--- config.mk ---
export PLATFORM = sky130hd
export DESIGN_NAME = cmpc_top
export DESIGN_NICKNAME = d
export VERILOG_FILES = /design/src/verilog/cmpc_pkg.sv /design/src/verilog/cmpc_top.sv
export SDC_FILE = /design/constraint.sdc
export NUM_CORES = 1
export LEC_CHECK = 0
export ABC_AREA = 1
export BUFFER_PORTS_ARGS = -buffer_cell sky130_fd_sc_hd__buf_4
export CELL_PAD_IN_SITES_DETAIL_PLACEMENT = 0
export CELL_PAD_IN_SITES_GLOBAL_PLACEMENT = 1
export CORE_ASPECT_RATIO = 1.1
export CORE_MARGIN = 4
export CORE_UTILIZATION = 36
export DETAILED_ROUTE_END_ITERATION = 10
export PLACE_DENSITY_LB_ADDON = 0.08
export SYNTH_ARGS = -nofsm -noshare
export SYNTH_HDL_FRONTEND = slang
export SYNTH_SLANG_ARGS = --single-unit
--- constraint.sdc ---
create_clock -name pclk -period 1.7 [get_ports pclk]
set_input_delay 0.085 -clock pclk [delete_from_list [all_inputs] [get_ports pclk]]
set_output_delay 0.085 -clock pclk [all_outputs]
set_load 0.005 [all_outputs]
--- src/verilog/cmpc_pkg.sv ---
// Constants shared by the comparator digital control block.
package cmpc_pkg;

	// ------------------------------------------------------------------
	// Bus and register map (word indices; byte address is index * 4)
	// ------------------------------------------------------------------
	localparam int         ADDR_W       = 12;            // APB address width.
	localparam int         IDX_W        = 10;            // Word index width.
	localparam int         NUM_CMP      = 2;             // Comparators served.
	localparam logic [9:0] IDX_CTLA1    = 10'h111;       // comparator1_control_a.
	localparam logic [9:0] IDX_CTLB1    = 10'h112;       // comparator1_control_b.
	localparam logic [9:0] IDX_CTLA2    = 10'h113;       // comparator2_control_a.
	localparam logic [9:0] IDX_CTLB2    = 10'h114;       // comparator2_control_b.
	localparam logic [9:0] IDX_RESULTS  = 10'h115;       // comparator_results.
	localparam logic [9:0] IDX_IRQ_STAT = 10'h11D;       // Sticky edge status.
	localparam logic [9:0] IDX_IRQ_MASK = 10'h11E;       // Interrupt mask.
	localparam logic [9:0] IDX_STRIDE   = 10'h002;       // Step between comparators.

	// ------------------------------------------------------------------
	// Field positions
	// ------------------------------------------------------------------
	localparam int A_ON   = 7;                           // cmp_enable.
	localparam int A_OUT  = 6;                           // cmp_result (read only).
	localparam int A_POL  = 4;                           // cmp_invert.
	localparam int A_ZLF  = 3;                           // cmp_zero_latency_filter.
	localparam int A_SP   = 2;                           // cmp_speed_select.
	localparam int A_HYS  = 1;                           // cmp_hysteresis_en.
	localparam int A_SYNC = 0;                           // cmp_sync_en.
	localparam int B_INTP = 7;                           // cmp_rise_irq_en.
	localparam int B_INTN = 6;                           // cmp_fall_irq_en.
	localparam int B_PCH  = 3;                           // cmp_pos_channel low bit.
	localparam int B_NCH  = 0;                           // cmp_neg_channel low bit.
	localparam int CH_W   = 3;                           // Channel select width.
	localparam int RES_LSB = 1;                          // Mirror of comparator 1.

	// ------------------------------------------------------------------
	// Reset values, write masks and timing
	// ------------------------------------------------------------------
	localparam logic [7:0] CTLA_RST   = 8'h04;           // Normal speed selected.
	localparam logic [7:0] CTLB_RST   = 8'h00;
	localparam logic [7:0] CTLA_WMASK = 8'h9F;           // Bits 6 and 5 not stored.
	localparam int         INSTR_DIV  = 4;               // Clocks per instruction cycle.

endpackage : cmpc_pkg

--- src/verilog/cmpc_top.sv ---
// Digital control, readback and edge interrupts for two analog comparators.
//
// Local design decision: register access over APB.
`timescale 1ns/1ns
// What this block does
// - Enable bit powers comparator on or off.
// - Result readable in control and results registers.
// - Pin driven only when routed, output, enabled.
// - Internal result latched once per instruction cycle.
// - Polarity bit inverts the compare result.
// - Speed select resets to normal, zero saves power.
// - Control A holds enable, result, mode bits.
// - Control B holds edge enables, channel selects.
module cmpc_top
	import cmpc_pkg::*;
#(
	parameter int DIV = cmpc_pkg::INSTR_DIV                  // Clocks per instruction cycle.
) (
	// Clock and reset.
	input  wire logic                               pclk,
	input  wire logic                               presetn,
	// APB slave.
	input  wire logic [cmpc_pkg::ADDR_W-1:0]        paddr,
	input  wire logic                               psel,
	input  wire logic                               penable,
	input  wire logic                               pwrite,
	input  wire logic [31:0]                        pwdata,
	output logic      [31:0]                        prdata,
	output logic                                    pready,
	output logic                                    pslverr,
	// Analog cores: raw result, high when inverting input is below non-inverting.
	input  wire logic [cmpc_pkg::NUM_CMP-1:0]       cmp_raw_in,
	output logic      [cmpc_pkg::NUM_CMP-1:0]       cmp_enable,
	output logic      [cmpc_pkg::NUM_CMP-1:0]       cmp_speed_select,
	output logic      [cmpc_pkg::NUM_CMP-1:0]       cmp_zero_latency_filter,
	output logic      [cmpc_pkg::NUM_CMP-1:0]       cmp_hysteresis_en,
	output logic      [cmpc_pkg::NUM_CMP-1:0][2:0]  cmp_pos_channel,
	output logic      [cmpc_pkg::NUM_CMP-1:0][2:0]  cmp_neg_channel,
	// Pin routing: select and direction come from same-clock logic.
	input  wire logic [cmpc_pkg::NUM_CMP-1:0]       peripheral_pin_select,
	input  wire logic [cmpc_pkg::NUM_CMP-1:0]       pin_direction,
	output logic      [cmpc_pkg::NUM_CMP-1:0]       cmp_pin_out,
	output logic      [cmpc_pkg::NUM_CMP-1:0]       cmp_pin_oe_n,
	// Interrupt.
	output logic                                    irq
);
	import cmpc_pkg::*;

	localparam int DIV_W = (DIV > 1) ? $clog2(DIV) : 1;      // Divider counter width.

	// ------------------------------------------------------------------
	// Parameter check
	// ------------------------------------------------------------------
	// A divide of zero would reload the divider with 1 and give an instruction-cycle tick every 2 clocks.
	if (DIV < 1) begin : g_bad_div
		$error("cmpc_top: DIV must be at least 1");
	end

	// ------------------------------------------------------------------
	// State
	// ------------------------------------------------------------------
	typedef struct packed {
		logic [DIV_W-1:0]           div;       // Instruction-cycle divider.
		logic [NUM_CMP-1:0]         sync1;     // First synchroniser stage.
		logic [NUM_CMP-1:0]         sync2;     // Second synchroniser stage.
		logic [NUM_CMP-1:0][7:0]    ctla;      // Control A, result bit not stored.
		logic [NUM_CMP-1:0][7:0]    ctlb;      // Control B.
		logic [NUM_CMP-1:0]         res;       // Latched internal result.
		logic [NUM_CMP-1:0]         stat;      // Sticky edge status.
		logic [NUM_CMP-1:0]         mask;      // Interrupt mask.
		logic [NUM_CMP-1:0]         pin_out;   // Pin data.
		logic [NUM_CMP-1:0]         pin_oe_n;  // Pin enable, low drives.
		logic [31:0]                prdata;    // Read data.
		logic                       pready;    // Access-phase answer.
		logic                       pslverr;   // Unmapped address.
		logic                       irq;       // Interrupt level.
	} cmpc_state_t;

	cmpc_state_t st_ff;                        // Registered state.
	cmpc_state_t nxt_st;                       // Next state.
	logic        tick;                         // One clock per instruction cycle.
	logic        access;                       // Completing APB access.
	logic [IDX_W-1:0] idx;                     // Addressed word index.
	logic [NUM_CMP-1:0] rise_ev;               // Enabled rising edge this cycle.
	logic [NUM_CMP-1:0] fall_ev;               // Enabled falling edge this cycle.

	// ------------------------------------------------------------------
	// Functions
	// ------------------------------------------------------------------
	// Polarity applied to a raw result.
	function automatic logic cmp_level(input logic raw, input logic [7:0] ctla);
		return raw ^ ctla[A_POL];
	endfunction : cmp_level

	// Read decode: hit flag above the data word.
	function automatic logic [32:0] read_mux(input logic [IDX_W-1:0] i, input cmpc_state_t s);
		logic [32:0] r;
		r = 33'h000000000;
		for (int c = 0; c < NUM_CMP; c++) begin
			if (i == IDX_CTLA1 + IDX_STRIDE * IDX_W'(c)) begin
				r = {1'b1, 24'h000000, s.ctla[c] | (8'(s.res[c]) << A_OUT)};
			end
			if (i == IDX_CTLB1 + IDX_STRIDE * IDX_W'(c)) begin
				r = {1'b1, 24'h000000, s.ctlb[c]};
			end
		end
		case (i)
			IDX_RESULTS:  r = {1'b1, 32'(s.res) << RES_LSB};
			IDX_IRQ_STAT: r = {1'b1, 32'(s.stat)};
			IDX_IRQ_MASK: r = {1'b1, 32'(s.mask)};
			default:      r = r;
		endcase
		return r;
	endfunction : read_mux

	// ------------------------------------------------------------------
	// Next-state logic
	// ------------------------------------------------------------------
	// Everything the block does is computed here from the registered copy.
	always_comb begin
		logic [32:0] rd;
		logic [7:0]  a;
		logic [7:0]  b;
		logic        lvl;
		logic        drive;
		logic        clr;
		rd      = 33'h000000000;
		a       = 8'h00;
		b       = 8'h00;
		lvl     = 1'b0;
		drive   = 1'b0;
		clr     = 1'b0;
		nxt_st  = st_ff;
		rise_ev = '0;
		fall_ev = '0;
		tick    = (st_ff.div == '0);
		// A refused transfer neither writes a register nor clears status.
		access  = psel & penable & st_ff.pready & ~st_ff.pslverr;
		idx     = paddr[ADDR_W-1:2];
		// Instruction-cycle divider counts down and reloads.
		nxt_st.div   = tick ? DIV_W'(DIV - 1) : st_ff.div - 1'b1;
		// The analog result is asynchronous, so two stages before use.
		nxt_st.sync1 = cmp_raw_in;
		nxt_st.sync2 = st_ff.sync1;
		// A status read clears only what the read returned, so events
		// landing between setup and access are not lost.
		clr = access & ~pwrite & (idx == IDX_IRQ_STAT);
		for (int c = 0; c < NUM_CMP; c++) begin
			a   = st_ff.ctla[c];
			b   = st_ff.ctlb[c];
			lvl = cmp_level(st_ff.sync2[c], a);
			if (!a[A_ON]) begin
				nxt_st.res[c] = 1'b0;
			end else if (tick) begin
				nxt_st.res[c] = lvl;
			end
			rise_ev[c] = a[A_ON] & ~st_ff.res[c] & nxt_st.res[c] & b[B_INTP];
			fall_ev[c] = a[A_ON] & st_ff.res[c] & ~nxt_st.res[c] & b[B_INTN];
			// Set wins over the read clear.
			nxt_st.stat[c] = (st_ff.stat[c] & ~(clr & st_ff.prdata[c]))
				| rise_ev[c] | fall_ev[c];
			drive = peripheral_pin_select[c] & ~pin_direction[c] & a[A_ON];
			nxt_st.pin_oe_n[c] = ~drive;
			// Unsynchronised mode follows the live level, not the latch.
			nxt_st.pin_out[c]  = drive & (a[A_SYNC] ? nxt_st.res[c] : lvl);
			if (access && pwrite && idx == IDX_CTLA1 + IDX_STRIDE * IDX_W'(c)) begin
				// control A write, result bit ignored
				nxt_st.ctla[c] = pwdata[7:0] & CTLA_WMASK;
			end
			if (access && pwrite && idx == IDX_CTLB1 + IDX_STRIDE * IDX_W'(c)) begin
				nxt_st.ctlb[c] = pwdata[7:0];
			end
		end
		if (access && pwrite && idx == IDX_IRQ_MASK) begin
			nxt_st.mask = pwdata[NUM_CMP-1:0];
		end
		// Setup phase captures read data; access phase answers with pready.
		nxt_st.pready  = psel & ~penable;
		nxt_st.pslverr = 1'b0;
		if (psel && !penable) begin
			rd = read_mux(idx, st_ff);
			nxt_st.pslverr = ~rd[32] | (paddr[1:0] != 2'b00);
			nxt_st.prdata  = nxt_st.pslverr ? 32'h00000000 : rd[31:0];
		end
		nxt_st.irq = |(nxt_st.stat & nxt_st.mask);
	end

	// ------------------------------------------------------------------
	// Registers
	// ------------------------------------------------------------------
	// Reset loads constants only.
	always_ff @(posedge pclk or negedge presetn) begin
		if (!presetn) begin
			st_ff          <= '0;
			st_ff.pin_oe_n <= '1;
			for (int c = 0; c < NUM_CMP; c++) begin
				st_ff.ctla[c] <= CTLA_RST;
				st_ff.ctlb[c] <= CTLB_RST;
			end
		end else begin
			st_ff <= nxt_st;
		end
	end

	// ------------------------------------------------------------------
	// Outputs
	// ------------------------------------------------------------------
	assign prdata  = st_ff.prdata;
	assign pready  = st_ff.pready;
	assign pslverr = st_ff.pslverr;
	assign irq     = st_ff.irq;
	assign cmp_pin_out  = st_ff.pin_out;
	assign cmp_pin_oe_n = st_ff.pin_oe_n;
	for (genvar g = 0; g < NUM_CMP; g++) begin : g_out
		assign cmp_enable[g]              = st_ff.ctla[g][A_ON];
		assign cmp_speed_select[g]        = st_ff.ctla[g][A_SP];
		assign cmp_zero_latency_filter[g] = st_ff.ctla[g][A_ZLF];
		assign cmp_hysteresis_en[g]       = st_ff.ctla[g][A_HYS];
		assign cmp_pos_channel[g]         = st_ff.ctlb[g][B_PCH +: CH_W];
		assign cmp_neg_channel[g]         = st_ff.ctlb[g][B_NCH +: CH_W];
	end
endmodule : cmpc_top
* After elaboration in Yosys (flattened, before gate mapping)
Cells that the tools add are included.
** Word-level totals
- Bits in registers :: 79
- Output and inout port bits :: 59
** Operators by class
- Equal/unequal tests :: 7
- Muxes and demuxes :: 16
- Bitwise gates (word level) :: 52
- $add $sub $neg :: 1
- Reductions and logical operators :: 11
** Operators by type and width (count)
- 33-bit two-way mux :: 5
- 33-bit one-hot mux with 3 select lines :: 1
- 10-bit by 9-bit equality test with 1-bit output, second input constant :: 7
- 32-bit two-way mux :: 1
- 1-bit bitwise AND :: 28
- 8-bit by 7-bit bitwise OR with 8-bit output :: 2
- 1-bit inverter :: 14
- 1-bit logical AND :: 7
- 1-bit two-way mux :: 7
- 1-bit bitwise OR :: 5
- 2-bit two-way mux :: 2
- 2-bit bitwise AND :: 1
- 2-bit logical NOT :: 1
- 2-bit nonzero test :: 1
- 2-bit OR reduction :: 1
- 2-bit by 1-bit subtractor with 2-bit output, second input constant :: 1
- 1-bit bitwise XOR :: 2
- 1-bit logical NOT :: 1

* Depth between registers and ports, before layout
Gate-level depths: netlist of run 1.
- Depth in word-level cells :: 12
- Gate-level depth with buffers :: 11
- Gate-level depth less buffers :: 11

* Worst setup path after synthesis of run 1
No wires, ideal clock.
- Path kind :: register to register
- From :: register st_ff, in the netlist pslverr
- To :: register st_ff[59] (netlist name)
- Stages on the path, launching flop included :: 8
- Period minus slack after synthesis :: 1.252 ns
- Data arrival time :: 1.135 ns
- Path slack :: 0.448 ns
- Path buffers :: 1
- Path through :: dfrtp_1 -> inv_1 -> nand4_1 -> nor2_2 -> nand2_2 -> buf_4 -> nand2_1 -> o21ai_2
** On the way
- Word-level cells in the longest chain between the ends :: 4
** RTL lines
- start, declared :: line cmpc_top.sv:79 : cmpc_state_t st_ff;
- start signal, assigned :: line cmpc_top.sv:201 : st_ff <= nxt_st;
- 1-bit inverter :: line cmpc_top.sv:138 : access = psel & penable & st_ff.pready & ~st_ff.pslverr;
- 1-bit bitwise AND :: line cmpc_top.sv:138
- 1-bit logical AND (2 in series) :: line cmpc_top.sv:170 : if (access && pwrite && idx == IDX_CTLB1 + IDX_STRIDE * IDX_W'(c)) begin
Every way passes these cells.
A chain may end at the register's enable or synchronous reset.

* Final worst setup path of run 1
- From :: register st_ff, in the netlist pslverr
- To :: register st_ff, in the netlist cmp_neg_channel[0]
Same word-level chain as after synthesis.

==> run_results.csv, run 1 <==
group,metric,value,unit
global_routing,grt_use_met2,0.2414,
clocking,numCtsBuffers,5,
worst_hold_path,hold_path_class,"input port to register",
sta,skew,12.98,ps
worst_setup_path,start_kind,"register",
floorplanning,design.die.area,10360,um^2
worst_setup_path,required,1900,ps
cells_and_area,layout.nets,491,
drt,viasPerCell,4.419,
clocking,postCtsSetupRepairBufs,0,
global_routing,grt_max_degree,56,
clocking,clkSlewWorstSetupHoldPaths,100,ps
clocking,clock_sinks,55,
logic_synthesis,async_flop_share,1.000,
global_routing,grt_overflow,0,
cells_and_area,drive_above_1_share,0.2706,
logic_synthesis,yosys.area.top_type,"dfrtp_1",
global_routing,grt_pass1_wl,11870,um
floorplanning,coreArea,8496,um^2
drt,wl,7432,um
sta,grt_setup_unrepaired,"no",
pwr,power_density,619.8,nW/um^2
logic_synthesis,synthFlopType,"dfrtp_1",
global_routing,grt_use_total,0.1448,
clocking,clk_latency,320,ps
cells_and_area,syn_to_final_growth,14.82,%
outcome,status,"finished, final reports clean",
logic_synthesis,yosysUniqueCellTypes,29,
drt,drc,0,
place,numPortBuffers,65,
logic_synthesis,synth_top_area_frac,0.4032,
cells_and_area,final_cells,547,
sta,fmax,711.8,MHz
drt,num_vias,2417,
sta,finalWorstSetupSlack,295.1,ps
place,dp_hpwl,5650,um
clocking,htreeDepth,2,
floorplanning,start_util,0.3726,
sta,whs,23.87,ps
clocking,clockRootBuffer,"clkbuf_8",
worst_setup_path,crit_path_max_fanout,16,
logic_synthesis,synth_edf_count,0,
place,dp_slack,174.2,ps
logic_synthesis,ys_warn_count,0,
clocking,cts.path.max_buffers,2,
global_routing,top_usage_layer,"met2",
logic_synthesis,synthCells,388,
pwr,vdd_drop_max,0.3416,mV
sta,slew_headroom,0.5324,
pwr,power.total,2.253,mW
logic_synthesis,syn-cell-area,3166,um^2
floorplanning,fp.dieH,106.4,um
worst_hold_path,hold_depth,4,
flow_run,cap_violations,0,
logic_synthesis,synth_most_common_cell,"nand2_1",
floorplanning,rows,35,
place,placedCellCount,532,
sta,hold_viol,0,
global_routing,grt.met1_usage,0.1947,
global_routing,grt_antenna_before_repair,0,
cells_and_area,antennaDiodeCount,0,
sta,finalMaxSlewViolations,0,
worst_setup_path,cp.arrival,1600,ps
drt,drtIter0Drc,82,
logic_synthesis,synth-seq-cells,55,
worst_setup_path,crit_path_end_kind,"register",
drt,detail-route-antenna-nets,0,
floorplanning,die_w,97.41,um
pwr,p_leak,1.818,nW
sta,fin_crit,1405,ps
logic_synthesis,synthTopCellsByArea,"dfrtp_1, buf_4, nand2_1",
place,gp_congestion,0.7964,
worst_setup_path,r2r_cells,6,
sta,fin_setup_tns,0,ps
global_routing,grt_pass1_vias,2312,
sta,worstMarginPinSlew,701.5,ps
sta,setup_viol,0,
cells_and_area,post-route-util,0.4278,
logic_synthesis,synth_common_cells,"nand2_1, buf_4, dfrtp_1",
sta,fin_crit_sh,0.8264,
place,place_area,3473,um^2
drt,drtPass1Iterations,4,
worst_setup_path,crit_type,"register to register",
logic_synthesis,synth_area_per_cell,8.159,um^2
global_routing,grtUsageMet3,0.03084,
clocking,cts_tree,"done",
cells_and_area,final_cell_area,3635,um^2
drt,avgRoutedWirePerCell,13.59,um
logic_synthesis,ys_seq_area_frac,0.4364,
floorplanning,pin_count,114,
[cells in the final DEF, fill, tap and decap left out, drive strengths merged, types with 3 or more instances in the layout]
cell type and instances:
o21bai 3, nand4 9, clkbuf 5, dfrtp 51, nand3 19, nand2 108
nor2 37, buf 70, o21ai 36, dfstp 4, or2 3, dlygate4sd3 7
conb 24, inv 42, a21oi 7
[state kept, by name (all words and copies together), names as in the netlist, 2 cells and up]
register,flops
cmp_enable,2
cmp_hysteresis_en,2
cmp_neg_channel,6
cmp_pin_oe_n,2
cmp_pin_out,2
cmp_pos_channel,6
cmp_speed_select,2
cmp_zero_latency_filter,2
nxt_st,2
prdata,8
st_ff,18
[layout make-up]
type                       count  area (um^2)
clock buffer                   5        68.82
fill                         914         4861
clock inverter                 3        22.52
timing repair buffer          77        608.1
multi-input combinational    255         1261
inverter                      41        153.9
sequential                    55         1381
tap                          111        138.9
[worst max-delay path, stage by stage (launching register included)]
cell,delay [ps]
dfrtp_1,380
inv_1,50
nand4_1,110
nor2_2,290
nand2_2,280
nand2_1,120
o21ai_1,60
[worst paths after layout]
check | from | endpoint | slack [ps]
max | pslverr$_DFF_PN0_ | cmp_neg_channel[0]$_DFFE_PN0P_ | 300
min | pin_direction[0] | cmp_pin_out[0]$_DFF_PN0_ | 20
max reg2reg | pslverr$_DFF_PN0_ | cmp_neg_channel[0]$_DFFE_PN0P_ | 300
min reg2reg | nxt_st[78]$_DFF_PN0_ | st_ff[78]$_DFF_PN0_ | 360
max in group asynchronous | presetn | cmp_neg_channel[0]$_DFFE_PN0P_ | 890
min in group asynchronous | presetn | prdata[2]$_DFFE_PN0P_ | 360
[logic make-up after synthesis]
group           synth area share
compound gates            0.1024
xor+xnor                0.005535
fa+ha+maj               0.003952
buf+inv                   0.1925
flops                     0.4364
other cells             0.001185
simple gates              0.2581
[where the power goes]
part | leakage (nW) | switching [mW] | internal [mW]
sequential | 0.723 | 0.00340 | 1.32
clock | 0.0485 | 0.452 | 0.296
combinational | 1.05 | 0.112 | 0.0732
[routing by layer]
metal	part of all wire	vias to the layer above	routed length, um
met5	0	-	0
met4	0.0082	0	61
met1	0.46	1112	3432
met2	0.48	65	3544
li1	-	1233	-
met3	0.053	7	393
[what timing repair did]
| action | 4_1_cts | 5_1_grt |
|---|---|---|
| hold buffers | 7 | 0 |
| gates resized for setup | 0 | 0 |
| hold endpoints to repair | 55 | 0 |
| setup endpoints to repair | 0 | 0 |
(Power assumes the default switching activity.)
==> inputs of run 2 (changes only) <==
clock period = 1.4 ns   (was 1.7 ns; I/O delays follow)
==> run_results.csv, run 2 (synthesized netlist as in run 1, its figures left out) <==
group,metric,value,unit
floorplanning,design.die.area,10360,um^2
global_routing,grt_pass1_vias,2538,
sta,skew,4.278,ps
outcome,status,"finished, final reports clean",
sta,setup_viol,0,
cells_and_area,layout.cells.most_common_list,"buf_4, nand2_1, dfrtp_1",
global_routing,grt_overflow,0,
sta,whs,5.136,ps
pwr,vdd_drop_max,0.3274,mV
worst_setup_path,crit_family,"simple AND/OR/NAND/NOR gates",
sta,fin_crit,1399,ps
global_routing,grt_use_total,0.1571,
drt,avgRoutedWirePerCell,14.12,um
drt,drc,0,
place,dp_hpwl,6115,um
worst_setup_path,cp.arrival,1610,ps
cells_and_area,n_fill_cell,845,
cells_and_area,drive_above_1_share,0.3815,
floorplanning,die_w,97.41,um
cells_and_area,layout_commonest_cell,"buf_4",
global_routing,grt_max_degree,29,
sta,finalMaxSlewViolations,0,
drt,drtPass1Iterations,4,
clocking,numCtsBuffers,5,
global_routing,grt_antenna_before_repair,0,
worst_setup_path,crit_path_end_kind,"register",
global_routing,grt_pass1_wl,13050,um
worst_setup_path,max_stage_delay,390,ps
clocking,clk_latency,310,ps
worst_setup_path,critPathMostFrequentCell,"buf_12",
sta,grt_setup_unrepaired,"yes",
floorplanning,pin_count,114,
clocking,clockRootBuffer,"clkbuf_8",
place,dp_slack,-40.96,ps
cells_and_area,antennaDiodeCount,0,
clocking,clock_sinks,55,
pwr,p_leak,2.056,nW
sta,fmax,715.0,MHz
sta,hold_viol,0,
pwr,power_density,712.9,nW/um^2
worst_setup_path,crit_buf_inv,3,
worst_setup_path,required,1610,ps
worst_setup_path,crit_chain,"inv_1, nand4_1, nor2_4, buf_12, nand2_8, buf_12, nand2_4, o21ai_2",
flow_run,cap_violations,0,
worst_setup_path,crit_path_max_fanout,8,
sta,fin_crit_sh,0.9990,
cells_and_area,post-route-util,0.4892,
worst_hold_path,hold_path_class,"input port to register",
cells_and_area,layout.nets,519,
clocking,cts.path.max_buffers,2,
cells_and_area,syn_to_final_growth,31.30,%
drt,num_vias,2589,
cells_and_area,largest_register_ffs,18,
global_routing,grt.met1_usage,0.2143,
floorplanning,fp.dieH,106.4,um
cells_and_area,max_flop_register,"st_ff",
clocking,htreeDepth,2,
floorplanning,start_util,0.3726,
place,numPortBuffers,65,
global_routing,grtUsageMet3,0.03346,
place,gp_congestion,0.8267,
worst_setup_path,crit_type,"register to register",
cells_and_area,final_cell_area,4156,um^2
global_routing,grt_use_met2,0.2595,
drt,wl,8119,um
drt,detail-route-antenna-nets,0,
drt,drtIter0Drc,74,
worst_setup_path,cp_slowest_cell,"dfrtp_1",
worst_setup_path,start_kind,"register",
floorplanning,coreArea,8496,um^2
place,place_area,3643,um^2
global_routing,top_usage_layer,"met2",
drt,viasPerCell,4.503,
floorplanning,rows,35,
clocking,clkSlewWorstSetupHoldPaths,100,ps
sta,finalWorstSetupSlack,1.429,ps
clocking,cts_tree,"done",
sta,fin_setup_tns,0,ps
[run 2: cell type report]
| cell class | count | area [um^2] | share of cell area |
|---|---|---|---|
| Inverter | 41 | 153.9 | 0.03703 |
| Tap cell | 111 | 138.9 | 0.03341 |
| Sequential cell | 55 | 1381 | 0.3323 |
| Clock buffer | 6 | 72.57 | 0.01746 |
| Timing Repair Buffer | 105 | 910.9 | 0.2191 |
| Clock inverter | 2 | 38.79 | 0.009332 |
| Multi-Input combinational cell | 255 | 1460 | 0.3513 |
[run 2: metrics by stage]
step | power (mW) | cells
6_report | 2.963 | 575
5_1_grt | 3.095 | 575
4_1_cts | 2.979 | 568
3_5_place_dp | 1.876 | 553
3_3_place_gp | 1.874 | 553
2_1_floorplan | 1.769 | 411
[run 2: path summary, 6_finish.rpt]
kind,startpoint,to,slack (ps),cells past startpoint
worst max-delay path,pslverr$_DFF_PN0_,cmp_neg_channel[3]$_DFFE_PN0P_,1,8
worst min-delay path,pin_direction[0],cmp_pin_out[0]$_DFF_PN0_,5,4
worst max register to register,pslverr$_DFF_PN0_,cmp_neg_channel[3]$_DFFE_PN0P_,1,8
worst min register to register,nxt_st[77]$_DFF_PN0_,st_ff[77]$_DFF_PN0_,360,0
max in group asynchronous,presetn,cmp_speed_select[1]$_DFFE_PN1P_,650,3
min in group asynchronous,presetn,pslverr$_DFF_PN0_,220,2
[run 2: worst register-to-register path, stage by stage (launching register included)]
cell,delay [ps]
dfrtp_1,390
inv_1,60
nand4_1,150
nor2_4,220
buf_12,160
nand2_8,60
buf_12,160
nand2_4,60
o21ai_2,40
[run 2: per-layer routing]
metal	wire, um	vias to the layer above
met5	0	-
met4	96	0
met3	343	10
met2	3907	57
met1	3772	1223
li1	-	1299
[run 2: report_power, final]
part / internal, mW / leakage, nW / switching (mW) / total (mW)
clock network: 0.542 / 0.0558 / 0.556 / 1.10
registers: 1.60 / 0.723 / 0.00465 / 1.60
logic: 0.116 / 1.28 / 0.147 / 0.263
[run 2: what timing repair did]
action / 4_1_cts / 5_1_grt
setup buffers: 0 / 5
pin swaps: 0 / 7
resized for setup: 2 / 58
hold endpoints to repair: 32 / 0
gates cloned: 0 / 2
hold buffers: 8 / 0
setup endpoints to repair: 8 / 30
